### src/hw/qdma_pkg.sv
// Shared constants for the queued 48-bit DMA read command ends.
package qdma_pkg;
    // Taskfile register offsets on the three-bit address.
    localparam logic [2:0] ADDR_DATA = 3'h0;
    localparam logic [2:0] ADDR_FEATURES = 3'h1;
    localparam logic [2:0] ADDR_COUNT = 3'h2;
    localparam logic [2:0] ADDR_LBA_LOW = 3'h3;
    localparam logic [2:0] ADDR_LBA_MID = 3'h4;
    localparam logic [2:0] ADDR_LBA_HIGH = 3'h5;
    localparam logic [2:0] ADDR_DRIVE = 3'h6;
    localparam logic [2:0] ADDR_OPCODE = 3'h7;
    // Command codes.
    localparam logic [7:0] OP_READ_QUEUED_EXT = 8'h26;
    localparam logic [7:0] OP_SERVICE_DEFAULT = 8'hA2;
    // Field positions.
    localparam int TAG_LSB = 3;
    localparam int FLAG_REL = 2;
    localparam int FLAG_IO = 1;
    localparam int FLAG_CD = 0;
    localparam int DRIVE_LBA = 6;
    localparam int DRIVE_DEV = 4;
    localparam int ST_BSY = 7;
    localparam int ST_DRDY = 6;
    localparam int ST_DF = 5;
    localparam int ST_SERV = 4;
    localparam int ST_DRQ = 3;
    localparam int ST_ERR = 0;
    localparam int ERR_ABRT = 2;
    // Number of two-level registers, features through block_addr_high.
    localparam int TWO_LEVEL_COUNT = 5;
    // Reset values.
    localparam logic [7:0] RESET_BYTE = 8'h00;
    // Count of writes that deliver one command from the host.
    localparam int HOST_WRITES = 12;
endpackage

### src/hw/taskfile_if.sv
// Taskfile access channel between host adapter and device.
interface taskfile_if;
    logic tf_wr;
    logic tf_rd;
    logic [2:0] tf_addr;
    logic [7:0] tf_wdata;
    logic [7:0] tf_rdata;
    logic tf_rvalid;
    logic hob;

    modport device (
        input tf_wr,
        input tf_rd,
        input tf_addr,
        input tf_wdata,
        input hob,
        output tf_rdata,
        output tf_rvalid
    );
    modport host (
        output tf_wr,
        output tf_rd,
        output tf_addr,
        output tf_wdata,
        output hob,
        input tf_rdata,
        input tf_rvalid
    );
endinterface

### src/hw/queued_read_device.sv
// Device end: decodes the queued 48-bit DMA read and drives its outputs.

// Notes on behaviour
// - Opcode 26h starts the queued DMA read.
// - Supported with overlapped and 48-bit sets.
// - Refused when packet command set present.
// - Count is previous and current features bytes.
// - Zero count means 65,536 sectors.
// - Tag taken from current count bits 7:3.
// - Every tag 0 through 31 accepted.
// - Host writes zero tag without queuing.
// - Address built from previous and current bytes.
// - Features through LBA high keep two bytes each; drive keeps one.
// - Host sets the addressing bit 6.
// - Drive bit selects device, reads back selection.
// - Data starts at once or after service.
// - Data phase flags: REL 0, IO 1, CD 0.
// - Tag returned in count register, HOB clear.
// - Tag reads zero without queuing or overlap.
// - Other taskfile reads return reserved zero.
// - Data phase status: only ready bit set.
// - After release, readiness sets only service.
// - Release before data sets the REL flag.
module queued_read_device #(
    parameter logic DEVICE_NUM = 1'b0,
    parameter bit HAS_OVERLAP_SET = 1'b1,
    parameter bit HAS_ADDR48_SET = 1'b1,
    parameter bit HAS_PACKET_SET = 1'b0,
    parameter logic [7:0] OP_SERVICE = qdma_pkg::OP_SERVICE_DEFAULT
) (
    input wire logic clk,
    input wire logic sys_rst,
    taskfile_if.device tf,
    input wire logic queuing_supported,
    input wire logic overlap_enabled,
    input wire logic data_ready,
    input wire logic bus_release,
    input wire logic service_ready,
    input wire logic transfer_done,
    output logic cmd_start,
    output logic [47:0] cmd_lba,
    output logic [16:0] cmd_count,
    output logic [4:0] cmd_tag,
    output logic cmd_active
);
    typedef enum logic [2:0] {
        st_idle,
        st_busy,
        st_released,
        st_data,
        st_done
    } dev_state_type;

    dev_state_type state, next_state;
    logic [7:0] cur [qdma_pkg::TWO_LEVEL_COUNT];
    logic [7:0] prev [qdma_pkg::TWO_LEVEL_COUNT];
    logic [7:0] drive, next_drive;
    logic serv, next_serv;
    logic aborted, next_aborted;
    logic next_start;
    logic [47:0] next_lba;
    logic [16:0] next_count;
    logic [4:0] next_tag;
    logic [7:0] next_rdata;
    logic next_rvalid;
    logic opcode_wr;
    logic selected;
    logic supported;
    logic tag_valid;
    logic [7:0] status;
    logic [7:0] flags;
    logic [7:0] tag_byte;

    // Two-level storage for features through block_addr_high.
    // keep both bytes
    for (genvar i = 0; i < qdma_pkg::TWO_LEVEL_COUNT; i++) begin : g_lvl
        two_level_reg u_reg (
            .clk(clk),
            .sys_rst(sys_rst),
            .wr(tf.tf_wr && tf.tf_addr == qdma_pkg::ADDR_FEATURES + 3'(i)),
            .wdata(tf.tf_wdata),
            .cur(cur[i]),
            .prev(prev[i])
        );
    end

    // Decode terms for the state logic, plus the cmd_active output.
    // device select match
    assign selected = drive[qdma_pkg::DRIVE_DEV] == DEVICE_NUM;
    assign opcode_wr = tf.tf_wr && tf.tf_addr == qdma_pkg::ADDR_OPCODE;
    assign supported = HAS_OVERLAP_SET && HAS_ADDR48_SET &&
        !HAS_PACKET_SET && overlap_enabled;
    assign tag_valid = queuing_supported && overlap_enabled;
    assign cmd_active = state != st_idle && state != st_done;

    // Status and count-register flags for each phase of the command.
    always_comb begin
        status = 8'h00;
        flags = 8'h00;
        case (state)
            st_idle: begin
                status[qdma_pkg::ST_DRDY] = 1'b1;
                status[qdma_pkg::ST_ERR] = aborted;
            end
            st_busy: begin
                status[qdma_pkg::ST_BSY] = 1'b1;
            end
            st_released: begin
                flags[qdma_pkg::FLAG_REL] = 1'b1;
                status[qdma_pkg::ST_DRDY] = 1'b1;
                status[qdma_pkg::ST_SERV] = serv;
            end
            st_data: begin
                flags[qdma_pkg::FLAG_IO] = 1'b1;
                status[qdma_pkg::ST_DRDY] = 1'b1;
            end
            default: begin
                flags[qdma_pkg::FLAG_IO] = 1'b1;
                flags[qdma_pkg::FLAG_CD] = 1'b1;
                status[qdma_pkg::ST_DRDY] = 1'b1;
            end
        endcase
        tag_byte = {cmd_tag, 3'h0} | flags;
    end

    // Command acceptance, phase sequencing and the read path.
    always_comb begin
        next_state = state;
        next_drive = drive;
        next_serv = serv;
        next_aborted = aborted;
        next_start = 1'b0;
        next_lba = cmd_lba;
        next_count = cmd_count;
        next_tag = cmd_tag;
        next_rdata = tf.tf_rdata;
        next_rvalid = 1'b0;
        if (tf.tf_wr && tf.tf_addr == qdma_pkg::ADDR_DRIVE) begin
            next_drive = tf.tf_wdata;
        end
        case (state)
            st_idle, st_done: begin
                if (opcode_wr && selected) begin
                    if (tf.tf_wdata == qdma_pkg::OP_READ_QUEUED_EXT &&
                        supported) begin
                        next_state = st_busy;
                        next_aborted = 1'b0;
                        next_serv = 1'b0;
                        next_start = 1'b1;
                        next_lba = {prev[4], prev[3], prev[2],
                            cur[4], cur[3], cur[2]};
                        next_count = {prev[0], cur[0]} == 16'h0000 ?
                            17'h10000 : {1'b0, prev[0], cur[0]};
                        next_tag = tag_valid ?
                            cur[1][7:qdma_pkg::TAG_LSB] : 5'h00;
                    end else begin
                        next_state = st_idle;
                        next_aborted = 1'b1;
                    end
                end
            end
            st_busy: begin
                if (data_ready) begin
                    next_state = st_data;
                end else if (bus_release) begin
                    next_state = st_released;
                end
            end
            st_released: begin
                if (service_ready) begin
                    next_serv = 1'b1;
                end
                if (opcode_wr && selected && serv &&
                    tf.tf_wdata == OP_SERVICE) begin
                    next_state = st_data;
                    next_serv = 1'b0;
                end
            end
            st_data: begin
                if (transfer_done) begin
                    next_state = st_done;
                end
            end
            default: begin
                next_state = st_idle;
            end
        endcase
        if (tf.tf_rd) begin
            next_rvalid = 1'b1;
            next_rdata = 8'h00;
            if (tf.tf_addr == qdma_pkg::ADDR_OPCODE) begin
                next_rdata = status;
            end else if (tf.tf_addr == qdma_pkg::ADDR_DRIVE) begin
                next_rdata[qdma_pkg::DRIVE_DEV] = drive[qdma_pkg::DRIVE_DEV];
            end else if (tf.tf_addr == qdma_pkg::ADDR_FEATURES) begin
                next_rdata[qdma_pkg::ERR_ABRT] = aborted;
            end else if (tf.tf_addr == qdma_pkg::ADDR_COUNT && !tf.hob &&
                state != st_idle) begin
                next_rdata = tag_byte;
            end
        end
    end

    // Register stage for all control and answer state.
    always_ff @(posedge clk) begin
        if (sys_rst) begin
            state <= st_idle;
            drive <= qdma_pkg::RESET_BYTE;
            serv <= 1'b0;
            aborted <= 1'b0;
            cmd_start <= 1'b0;
            cmd_lba <= 48'h000000000000;
            cmd_count <= 17'h00000;
            cmd_tag <= 5'h00;
            tf.tf_rdata <= qdma_pkg::RESET_BYTE;
            tf.tf_rvalid <= 1'b0;
        end else begin
            state <= next_state;
            drive <= next_drive;
            serv <= next_serv;
            aborted <= next_aborted;
            cmd_start <= next_start;
            cmd_lba <= next_lba;
            cmd_count <= next_count;
            cmd_tag <= next_tag;
            tf.tf_rdata <= next_rdata;
            tf.tf_rvalid <= next_rvalid;
        end
    end
endmodule

### src/hw/two_level_reg.sv
// One taskfile register that keeps its current and previous byte.
module two_level_reg (
    input wire logic clk,
    input wire logic sys_rst,
    input wire logic wr,
    input wire logic [7:0] wdata,
    output logic [7:0] cur,
    output logic [7:0] prev
);
    logic [7:0] next_cur;
    logic [7:0] next_prev;

    // Each write pushes the old current byte down one level.
    always_comb begin
        next_cur = cur;
        next_prev = prev;
        if (wr) begin
            next_cur = wdata;
            next_prev = cur;
        end
    end

    // Register stage.
    always_ff @(posedge clk) begin
        if (sys_rst) begin
            cur <= qdma_pkg::RESET_BYTE;
            prev <= qdma_pkg::RESET_BYTE;
        end else begin
            cur <= next_cur;
            prev <= next_prev;
        end
    end
endmodule

### src/flat_wrapper.sv
// flat-port wrapper written by rule: the top's interface ports become plain ports
module queued_read_device_flat 
#(
    parameter logic DEVICE_NUM = 1'b0,
    parameter bit HAS_OVERLAP_SET = 1'b1,
    parameter bit HAS_ADDR48_SET = 1'b1,
    parameter bit HAS_PACKET_SET = 1'b0,
    parameter logic [7:0] OP_SERVICE = qdma_pkg::OP_SERVICE_DEFAULT
)
  (clk, sys_rst, queuing_supported, overlap_enabled, data_ready, bus_release, service_ready, transfer_done, cmd_start, cmd_lba, cmd_count, cmd_tag, cmd_active, tf_tf_wr, tf_tf_rd, tf_tf_addr, tf_tf_wdata, tf_hob, tf_tf_rdata, tf_tf_rvalid);
  taskfile_if tf_i ();
  input wire logic clk;
  input wire logic sys_rst;
  input wire logic queuing_supported;
  input wire logic overlap_enabled;
  input wire logic data_ready;
  input wire logic bus_release;
  input wire logic service_ready;
  input wire logic transfer_done;
  output logic cmd_start;
  output logic [47:0] cmd_lba;
  output logic [16:0] cmd_count;
  output logic [4:0] cmd_tag;
  output logic cmd_active;
  input wire logic [$bits(tf_i.tf_wr)-1:0] tf_tf_wr;
  input wire logic [$bits(tf_i.tf_rd)-1:0] tf_tf_rd;
  input wire logic [$bits(tf_i.tf_addr)-1:0] tf_tf_addr;
  input wire logic [$bits(tf_i.tf_wdata)-1:0] tf_tf_wdata;
  input wire logic [$bits(tf_i.hob)-1:0] tf_hob;
  output wire logic [$bits(tf_i.tf_rdata)-1:0] tf_tf_rdata;
  output wire logic [$bits(tf_i.tf_rvalid)-1:0] tf_tf_rvalid;
  assign tf_i.tf_wr = tf_tf_wr;
  assign tf_i.tf_rd = tf_tf_rd;
  assign tf_i.tf_addr = tf_tf_addr;
  assign tf_i.tf_wdata = tf_tf_wdata;
  assign tf_i.hob = tf_hob;
  assign tf_tf_rdata = tf_i.tf_rdata;
  assign tf_tf_rvalid = tf_i.tf_rvalid;
  queued_read_device #(.DEVICE_NUM(DEVICE_NUM), .HAS_OVERLAP_SET(HAS_OVERLAP_SET), .HAS_ADDR48_SET(HAS_ADDR48_SET), .HAS_PACKET_SET(HAS_PACKET_SET), .OP_SERVICE(OP_SERVICE)) u_core (.clk(clk), .sys_rst(sys_rst), .tf(tf_i), .queuing_supported(queuing_supported), .overlap_enabled(overlap_enabled), .data_ready(data_ready), .bus_release(bus_release), .service_ready(service_ready), .transfer_done(transfer_done), .cmd_start(cmd_start), .cmd_lba(cmd_lba), .cmd_count(cmd_count), .cmd_tag(cmd_tag), .cmd_active(cmd_active));
endmodule
### config.mk
export PLATFORM = sky130hd
export DESIGN_NAME = queued_read_device_flat
export DESIGN_NICKNAME = d
export VERILOG_FILES = /design/src/hw/qdma_pkg.sv /design/src/hw/taskfile_if.sv /design/src/hw/queued_read_device.sv /design/src/hw/two_level_reg.sv /design/src/flat_wrapper.sv
export SDC_FILE = /design/constraint.sdc
export NUM_CORES = 1
export LEC_CHECK = 0
export ABC_CLOCK_PERIOD_IN_PS = 1500
export BUFFER_PORTS_ARGS = -buffer_cell sky130_fd_sc_hd__buf_2
export CELL_PAD_IN_SITES_DETAIL_PLACEMENT = 0
export CELL_PAD_IN_SITES_GLOBAL_PLACEMENT = 2
export CORE_UTILIZATION = 29
export DETAILED_ROUTE_END_ITERATION = 16
export GPL_TIMING_DRIVEN = 0
export HOLD_SLACK_MARGIN = 0.03
export PLACE_DENSITY = 0.73
export SETUP_SLACK_MARGIN = 0.1
export SKIP_CTS_REPAIR_TIMING = 1
export SYNTH_ARGS = -nofsm -noshare
export SYNTH_HDL_FRONTEND = slang
export SYNTH_SLANG_ARGS = --single-unit
### constraint.sdc
create_clock -name clk -period 1.5 [get_ports clk]
set_input_delay 0.075 -clock clk [delete_from_list [all_inputs] [get_ports clk]]
set_output_delay 0.075 -clock clk [all_outputs]
set_load 0.03 [all_outputs]
* Word-level counts from Yosys, hierarchy flattened
Index checks and enable logic that the tools add are counted.
Storage, ports and cells: flip-flop bits (word level) 162, latch bits 0, bits in writable memories 0, ROM bits 0, input port bits 22, output and inout bits 81, logic and storage cells 103, memories 0
Operators by class: add/subtract/negate cells 0, $mul 0, divide/modulo/power cells 0, $lt $le $gt $ge 0, equal/unequal tests 20, shift operators 0, mux-type cells 32, bitwise operators 4, reduce and logical (&&, ||, !) cells 28
Operator list (number):
- $mux W3 | 6
- $mux W1 | 17
- $mux W17 | 1
- $logic_not A16 Y1 | 1
- $mux W8 | 2
- $eq A3 B3 Y1 const B | 5
- $logic_and A1 B1 Y1 | 15
- $eq A3 B2 Y1 const B | 4
- $pmux W3 S4 | 1
- $mux W5 | 2
- $eq A8 B6 Y1 const B | 1
- $eq A8 B8 Y1 const B | 1
- $or A8 B3 Y8 | 1
- $reduce_and A4 Y1 | 2
- $eq A3 B1 Y1 const B | 2
- $ne A2 B1 Y1 const B | 3
- $ne A3 B3 Y1 const B | 2
- $reduce_or A3 Y1 | 2
- $mux W4 | 1
- $reduce_or A4 Y1 | 1
- $logic_not A3 Y1 | 1
- $ne A3 B2 Y1 const B | 1
- $not A1 Y1 | 3
- $reduce_and A3 Y1 | 1
- 8 further kinds | 8

* Depth between registers and ports, before layout
Gate-level depths: netlist of run 1.
word-level depth 8, gate-level depth with buffers 7

* Hierarchy
Synthesis of run 1 repeated with hierarchy kept, for this count alone.
Second synthesis, totals: cells, all modules 542, area total of the unflattened synthesis 6029.5 um2
By module, submodules not included:
- queued_read_device | instances 1, cells an instance 282, area each 3126.7 um2, sequential area each 1721.7 um2
- two_level_reg | instances 5, cells an instance 52, area each 580.6 um2, sequential area each 320.3 um2

* Least setup slack after synthesis of run 1
No wires, ideal clock.
path type reg2reg, start point reg u_core.state[0], end point reg u_core.serv, setup time 0.086 ns, arrival time 1.425 ns, path slack -0.011 ns, cell stages (with the launch flop) 6, clock period less this slack 1.511 ns, cells stage by stage dfxtp_1 > buf_2 > nor4b_4 > nand4_1 > a221o_1 > a221oi_2
On the way: longest elaborated chain between the ends 4, elaborated cells between the ends (all ways) 10, classes of those cells eq/ne: 5; mux: 1; reduce/logical: 4
RTL lines:
- start, declared | line queued_read_device.sv:54 | dev_state_type state, next_state;
- start signal, assigned | line queued_read_device.sv:207 | state <= st_idle;
- start signal, assigned | line queued_read_device.sv:218 | state <= next_state;
- $eq A3 B3 Y1 / $logic_not A3 Y1 (equally long branches) | line queued_read_device.sv:141 | case (state)
- $reduce_or A2 Y1 | line queued_read_device.sv:141
- $ne A2 B1 Y1 (no source line) / $reduce_bool A2 Y1 (equally long branches)
- $reduce_and A4 Y1 (no source line)
- end signal, assigned | line queued_read_device.sv:220 | serv <= next_serv;
- end, declared | line queued_read_device.sv:58 | logic serv, next_serv;
Parallel ways exist; a longest one is shown, timed or not. A chain may end at the register's enable or synchronous reset.

* Final worst setup path of run 1
start point reg u_core.state[0], end point reg u_core.state[0]
On the way: longest elaborated chain between the ends 4, elaborated cells between the ends (all ways) 12, classes of those cells eq/ne: 8; mux: 1; reduce/logical: 3
RTL lines (line):
- $eq A3 B3 Y1 / $logic_not A3 Y1 (equally long branches) | queued_read_device.sv:141
- $reduce_or A2 Y1 | queued_read_device.sv:141
- $ne A2 B1 Y1 (no source line)
- $reduce_and A4 Y1 (no source line)
Parallel ways exist; a longest one is shown, timed or not.

==> impl_metrics.tcl, run 1 <==
set metrics [dict create \
    grt.total_usage_pct 19.1 \
    antennaDiodeCount 0 \
    min_delay_path_depth 4 \
    cp_data_required_time_ps 1830 \
    syn2layout_area_growth_pct 33.3 \
    cap_violations 0 \
    post_drt_wl_per_cell_um 17.8 \
    end_kind "flip-flop" \
    num-nets-final 899 \
    status "complete, but fails checks" \
    postLayoutCoreUtil_pct 39.6 \
    die_h_um 146 \
    peakVddDrop_mv 0.810 \
    violations "negative setup slack" \
    setup_ws_ps -94.4 \
    cts_root_buffer "clkbuf_16" \
    clk_latency_ps 430 \
    synth.distinct_cells 46 \
    critical_path_class "flip-flop to flip-flop" \
    drc 0 \
    viasPerCell 4.98 \
    ant_nets 0 \
    start_util_pct 29.8 \
    setup_viol 73 \
    place_congestion 0.786 \
    cts.sinks 155 \
    worst_clock_skew_ps 8.89 \
    period_needed_ps 1590 \
    overflow 0 \
    numCtsBuffers 17 \
    dominantRegCellSynth "dfxtp_1" \
    rr_endpoint "u_core.state[0]$_SDFFE_PP0P_" \
    crit_buf_inv 3 \
    grt_max_degree 17 \
    maxSlewHeadroom_pct 47.2 \
    routed_wirelength_um 20700 \
    slew_violations 0 \
    synth_edf_count 0 \
    fin_hold_ws_ps 11.8 \
    ys_seq_area_share_pct 51.4 \
    crit_chain "buf_6 > nor4b_4 > buf_6 > and2_4 > buf_12 > o211ai_1 > a221oi_1" \
    power_leakage_nw 2.94 \
    fillCellCount 2112 \
    coreArea_um2 20300 \
    rsz0062_at_grt "yes" \
    cp.arrival_ps 1920 \
    clockBufferDepth 2 \
    cp-start-kind "flip-flop" \
    grt_pass1_wl_um 31500 \
    whs_endpoint "u_core.state[0]$_SDFFE_PP0P_" \
    pwr_density_cell_nw_per_um2 1140 \
    htreeDepth 4 \
    synthesis.instances 738 \
    first_iter_violations 424 \
    mostFrequentLayoutCells "dfxtp_1, nand2_1, a21oi_1, buf_2, nand3_1" \
    cp_max_fo 9 \
    drt-pass1-iter-count 4 \
    path_clk_slew_ps 60 \
    die_w_um 146 \
    fin_crit_sh_pct 106 \
    cts_tree "yes" \
    async_reset_ff_share_pct 0 \
    r2r_slack_ps -90 \
    cpLargestDelayFamily "buffers and inverters" \
    place_ws_ps -475 \
    syn_area_per_cell_um2 8.18 \
    drive_above_1_share_pct 26.0 \
    row_count 52 \
    hold_violations 0 \
    dieArea_um2 21400 \
    num_vias 5779 \
    min_path_type "input port to flip-flop" \
    slowest_delay_ps 310 \
    yosysWarnings 0 \
    fmax_mhz 627 \
    syn_nets 760 \
    rr_startpoint "u_core.state[0]$_SDFFE_PP0P_" \
    worstRegToRegCells 7 \
    ioPinCount 103 \
    cp.depth 7 \
    dp.final_hpwl_um 14500 \
    critPathSlowestCell "dfxtp_1" \
    syn_area_um2 6040 \
    io_buffer_count 99 \
    ys_seq_elements 155 \
    layout_commonest_cell "dfxtp_1" \
    min_from "bus_release" \
    grt_pass1_vias 5696 \
    cpMostUsedCell "buf_6" \
    tightest_slew_ps 792 \
    grt_antenna_before_repair 0 \
]
-- cell usage after synthesis (2+ instances only) --
cell type | instances | area share (%)
nor4b_4 | 3 | 1.2
a221oi_1 | 2 | 0.29
nand2b_1 | 4 | 0.41
nor2_1 | 22 | 1.4
and2_1 | 3 | 0.31
nand4_1 | 10 | 1.0
nor4_1 | 4 | 0.41
a211oi_1 | 2 | 0.25
nor2b_1 | 2 | 0.21
a21oi_1 | 144 | 12
nand3_1 | 70 | 5.8
dfxtp_1 | 155 | 51
nand4b_1 | 2 | 0.29
buf_6 | 8 | 1.5
nor3_1 | 3 | 0.25
buf_2 | 17 | 1.4
or3_1 | 2 | 0.21
clkbuf_1 | 38 | 2.4
mux2i_1 | 6 | 0.99
o21ai_0 | 71 | 5.9
inv_1 | 4 | 0.25
nand2_1 | 142 | 8.8
-- cells by family after synthesis --
logic type             Yosys count  share of synthesized area, %
DFF                            155                          51.4
AOI/OAI and AO/OA              231                          20.1
muxes                            6                         0.994
and+or+nand+nor                275                          21.5
buffers and inverters           71                          6.01
-- power breakdown --
group / internal (mW) / switching, mW
combinational: 0.153 / 0.328
clock: 2.69 / 1.81
sequential: 4.14 / 0.0265
-- worst reg2reg max path, cell delays in order (launching register included) --
cell      delay (ps)
dfxtp_1          310
buf_6            130
nor4b_4          210
buf_6            160
and2_4           150
buf_12           160
o211ai_1         100
a221oi_1         290
-- final cells by class --
type                            count  area [µm²]  share of cell area, %
Buffer                             66         468                   5.81
Clock buffer                       20         447                   5.55
Clock inverter                     12         165                   2.05
Inverter                            5        18.8                  0.233
Multi-Input combinational cell    513        2790                   34.6
Sequential cell                   155        3100                   38.6
Tap cell                          270         338                   4.20
Timing Repair Buffer              119         722                   8.97
-- registers in the layout, summed over array words and instances (netlist names) --
signal,flops
u_core.cmd_lba,48
u_core.g_lvl.u_reg.cur,37
u_core.g_lvl.u_reg.prev,32
u_core.cmd_count,17
u_core.tf.tf_rdata,8
u_core.cmd_tag,5
u_core.state,3
u_core.aborted,1
u_core.cmd_start,1
u_core.drive,1
u_core.serv,1
u_core.tf.tf_rvalid,1
-- worst max-delay path by stage --
stage / startpoint / end / slack (ps)
3_5_place_dp: u_core.state[0]$_SDFFE_PP0P_ / u_core.cmd_count[11]$_SDFFE_PP0P_ / -480
5_1_grt: u_core.state[0]$_SDFFE_PP0P_ / u_core.state[0]$_SDFFE_PP0P_ / -200
2_1_floorplan: u_core.state[0]$_SDFFE_PP0P_ / u_core.serv$_SDFFE_PP0P_ / 60
3_3_place_gp: u_core.state[0]$_SDFFE_PP0P_ / u_core.cmd_tag[4]$_SDFFE_PP0P_ / -450
4_1_cts: u_core.state[0]$_SDFFE_PP0P_ / u_core.cmd_count[11]$_SDFFE_PP0P_ / -490
6_report: u_core.state[0]$_SDFFE_PP0P_ / u_core.state[0]$_SDFFE_PP0P_ / -90
-- per-stage QoR --
stage / TNS, ps / cell area [µm²] / instances / power (mW)
floorplan: 0 / 6060 / 738 / 4.47
global placement: -31550 / 6900 / 1107 / 4.65
finish: -3590 / 8050 / 1160 / 9.15
CTS: -31310 / 7510 / 1139 / 9.13
detailed placement: -32940 / 6900 / 1107 / 4.66
global route: -8530 / 8050 / 1160 / 9.43
-- layer usage --
metal  up-vias  track usage, %  part of all wire, %
li1       2848               -                    -
met1      2767            24.7                   47
met2       138            31.8                   48
met3        26            3.56                  3.8
met4         0            6.51                  1.6
met5         -               0                    0
(Power assumes the default switching activity.)
==> inputs of run 2 (changes only) <==
--- a/config.mk
+++ b/config.mk
@@ -5,7 +5,7 @@
 export SDC_FILE = /design/constraint.sdc
 export NUM_CORES = 1
 export LEC_CHECK = 0
-export ABC_CLOCK_PERIOD_IN_PS = 1500
+export ABC_CLOCK_PERIOD_IN_PS = 1700
 export BUFFER_PORTS_ARGS = -buffer_cell sky130_fd_sc_hd__buf_2
 export CELL_PAD_IN_SITES_DETAIL_PLACEMENT = 0
 export CELL_PAD_IN_SITES_GLOBAL_PLACEMENT = 2
@@ -13,7 +13,7 @@
 export DETAILED_ROUTE_END_ITERATION = 16
 export GPL_TIMING_DRIVEN = 0
 export HOLD_SLACK_MARGIN = 0.03
-export PLACE_DENSITY = 0.73
+export PLACE_DENSITY = 0.7
 export SETUP_SLACK_MARGIN = 0.1
 export SKIP_CTS_REPAIR_TIMING = 1
 export SYNTH_ARGS = -nofsm -noshare
==> constraint.sdc (replaced) <==
create_clock -name clk -period 1.7 [get_ports clk]
set_input_delay 0.085 -clock clk [delete_from_list [all_inputs] [get_ports clk]]
set_output_delay 0.085 -clock clk [all_outputs]
set_load 0.03 [all_outputs]
==> run 2 against run 1 <==
The run ends with negative hold slack left. Via count down 0.24%. Sequential power down 12%. Die area unchanged. Largest power group unchanged. Highest routed layer unchanged.
==> impl_metrics.tcl, run 2 (same netlist as run 1, synthesis figures left out) <==
set metrics [dict create \
    cp-start-kind "flip-flop" \
    cp_data_required_time_ps 2050 \
    worst_clock_skew_ps 8.76 \
    grt_antenna_before_repair 0 \
    grt_pass1_vias 5581 \
    hold_violations 1 \
    place_ws_ps -345 \
    largestRegisters "u_core.cmd_lba: 48 flops, u_core.g_lvl.u_reg.cur: 37 flops, u_core.g_lvl.u_reg.prev: 32 flops" \
    place_congestion 0.749 \
    num-nets-final 899 \
    peakVddDrop_mv 0.637 \
    slew_violations 0 \
    cp.arrival_ps 2000 \
    post_drt_wl_per_cell_um 18.1 \
    grt.total_usage_pct 19.1 \
    path_clk_slew_ps 60 \
    clk_latency_ps 430 \
    clockBufferDepth 2 \
    dp.cells 1107 \
    routed_wirelength_um 21000 \
    ioPinCount 103 \
    first_iter_violations 455 \
    io_buffer_count 99 \
    cap_violations 0 \
    start_util_pct 29.8 \
    crit_chain "buf_6 > nor4b_4 > buf_6 > and2_4 > clkbuf_16 > buf_12 > nand3_1 > a21oi_1" \
    viasPerCell 4.97 \
    numCtsBuffers 17 \
    fin_crit_sh_pct 96.7 \
    drive_above_1_share_pct 26.3 \
    status "complete, but fails checks" \
    die_w_um 146 \
    coreArea_um2 20300 \
    syn2layout_area_growth_pct 34.6 \
    cpMostUsedCell "buf_6" \
    tightest_slew_ps 773 \
    stdcell_count 1160 \
    period_needed_ps 1640 \
    num_vias 5765 \
    mostFrequentLayoutCells "dfxtp_1, nand2_1, a21oi_1, buf_2, nand3_1" \
    power_leakage_nw 2.96 \
    cts_tree "yes" \
    cts_root_buffer "clkbuf_16" \
    htreeDepth 4 \
    top_register "u_core.cmd_lba" \
    rsz0062_at_grt "yes" \
    violations "negative hold slack" \
    die_h_um 146 \
    layout_commonest_cell "dfxtp_1" \
    setup_viol 0 \
    drc 0 \
    rr_startpoint "u_core.state[0]$_SDFFE_PP0P_" \
    largest_reg_flops 48 \
    min_path_type "input port to flip-flop" \
    grt_pass1_wl_um 31300 \
    row_count 52 \
    critPathSlowestCell "dfxtp_2" \
    grt_max_degree 17 \
    fmax_mhz 608 \
    end_kind "flip-flop" \
    slowest_delay_ps 320 \
    maxSlewHeadroom_pct 48.4 \
    startpoint "u_core.state[0]$_SDFFE_PP0P_" \
    overflow 0 \
    pwr_density_cell_nw_per_um2 1020 \
    critical_path_class "flip-flop to flip-flop" \
    antennaDiodeCount 0 \
    cp_max_fo 5 \
    fin_hold_ws_ps -4.95 \
    dieArea_um2 21400 \
    setup_ws_ps 56.4 \
    min_from "tf_tf_wdata[1]" \
    finalPower_mw 8.30 \
    drt-pass1-iter-count 5 \
    cts.sinks 155 \
    dp.final_hpwl_um 14600 \
    ant_nets 0 \
]
run 2: layer usage:
| layer | global-route usage, % | up-vias | wire length [µm] |
|---|---|---|---|
| met5 | 0 | - | 0 |
| met4 | 5.21 | 0 | 410 |
| met2 | 32.3 | 122 | 10100 |
| li1 | - | 2844 | - |
| met1 | 24.7 | 2775 | 9720 |
| met3 | 3.66 | 24 | 794 |
run 2: worst max-delay path: cells and delay by family, from the launching register on:
family / cells / cell delay [ps]
buffers and inverters: 4 / 590
and+or+nand+nor: 3 / 520
DFF: 1 / 320
AOI/OAI and AO/OA: 1 / 140
run 2: area by class of cell:
| type | instances | area (µm²) |
|---|---|---|
| Fill cell | 2120 | 12200 |
| Tap cell | 270 | 338 |
| Buffer | 66 | 467 |
| Clock inverter | 12 | 184 |
| Clock buffer | 20 | 467 |
| Timing Repair Buffer | 119 | 742 |
| Multi-Input combinational cell | 513 | 2810 |
| Inverter | 5 | 18.8 |
| Sequential cell | 155 | 3100 |
run 2: through the flow:
| step | cell area, µm² | utilization, % | hold slack (ps) | setup TNS (ps) |
|---|---|---|---|---|
| global route | 8130 | 40.0 | 21.6 | 0 |
| finish | 8130 | 40.0 | -4.95 | 0 |
| CTS | 7520 | 37.1 | -37.6 | -19930 |
| global placement | 6870 | 33.9 | 402 | -18260 |
| detailed placement | 6870 | 33.9 | 411 | -18860 |
| floorplan | 6040 | - | 221 | 0 |
run 2: final timing paths:
kind                            slack, ps  cells past startpoint                                          to
worst min register to register        460                      2  u_core.g_lvl[3].u_reg.prev[6]$_SDFFE_PP0P_
worst max-delay path                   60                      8             u_core.cmd_lba[26]$_SDFFE_PP0P_
worst min-delay path                   -5                      3   u_core.g_lvl[0].u_reg.cur[1]$_SDFFE_PP0P_
worst max register to register         60                      8             u_core.cmd_lba[26]$_SDFFE_PP0P_
run 2: power breakdown:
group | internal (mW) | switching, mW
registers | 3.66 | 0.0238
logic | 0.141 | 0.297
clock network | 2.60 | 1.59
total | 6.39 | 1.91
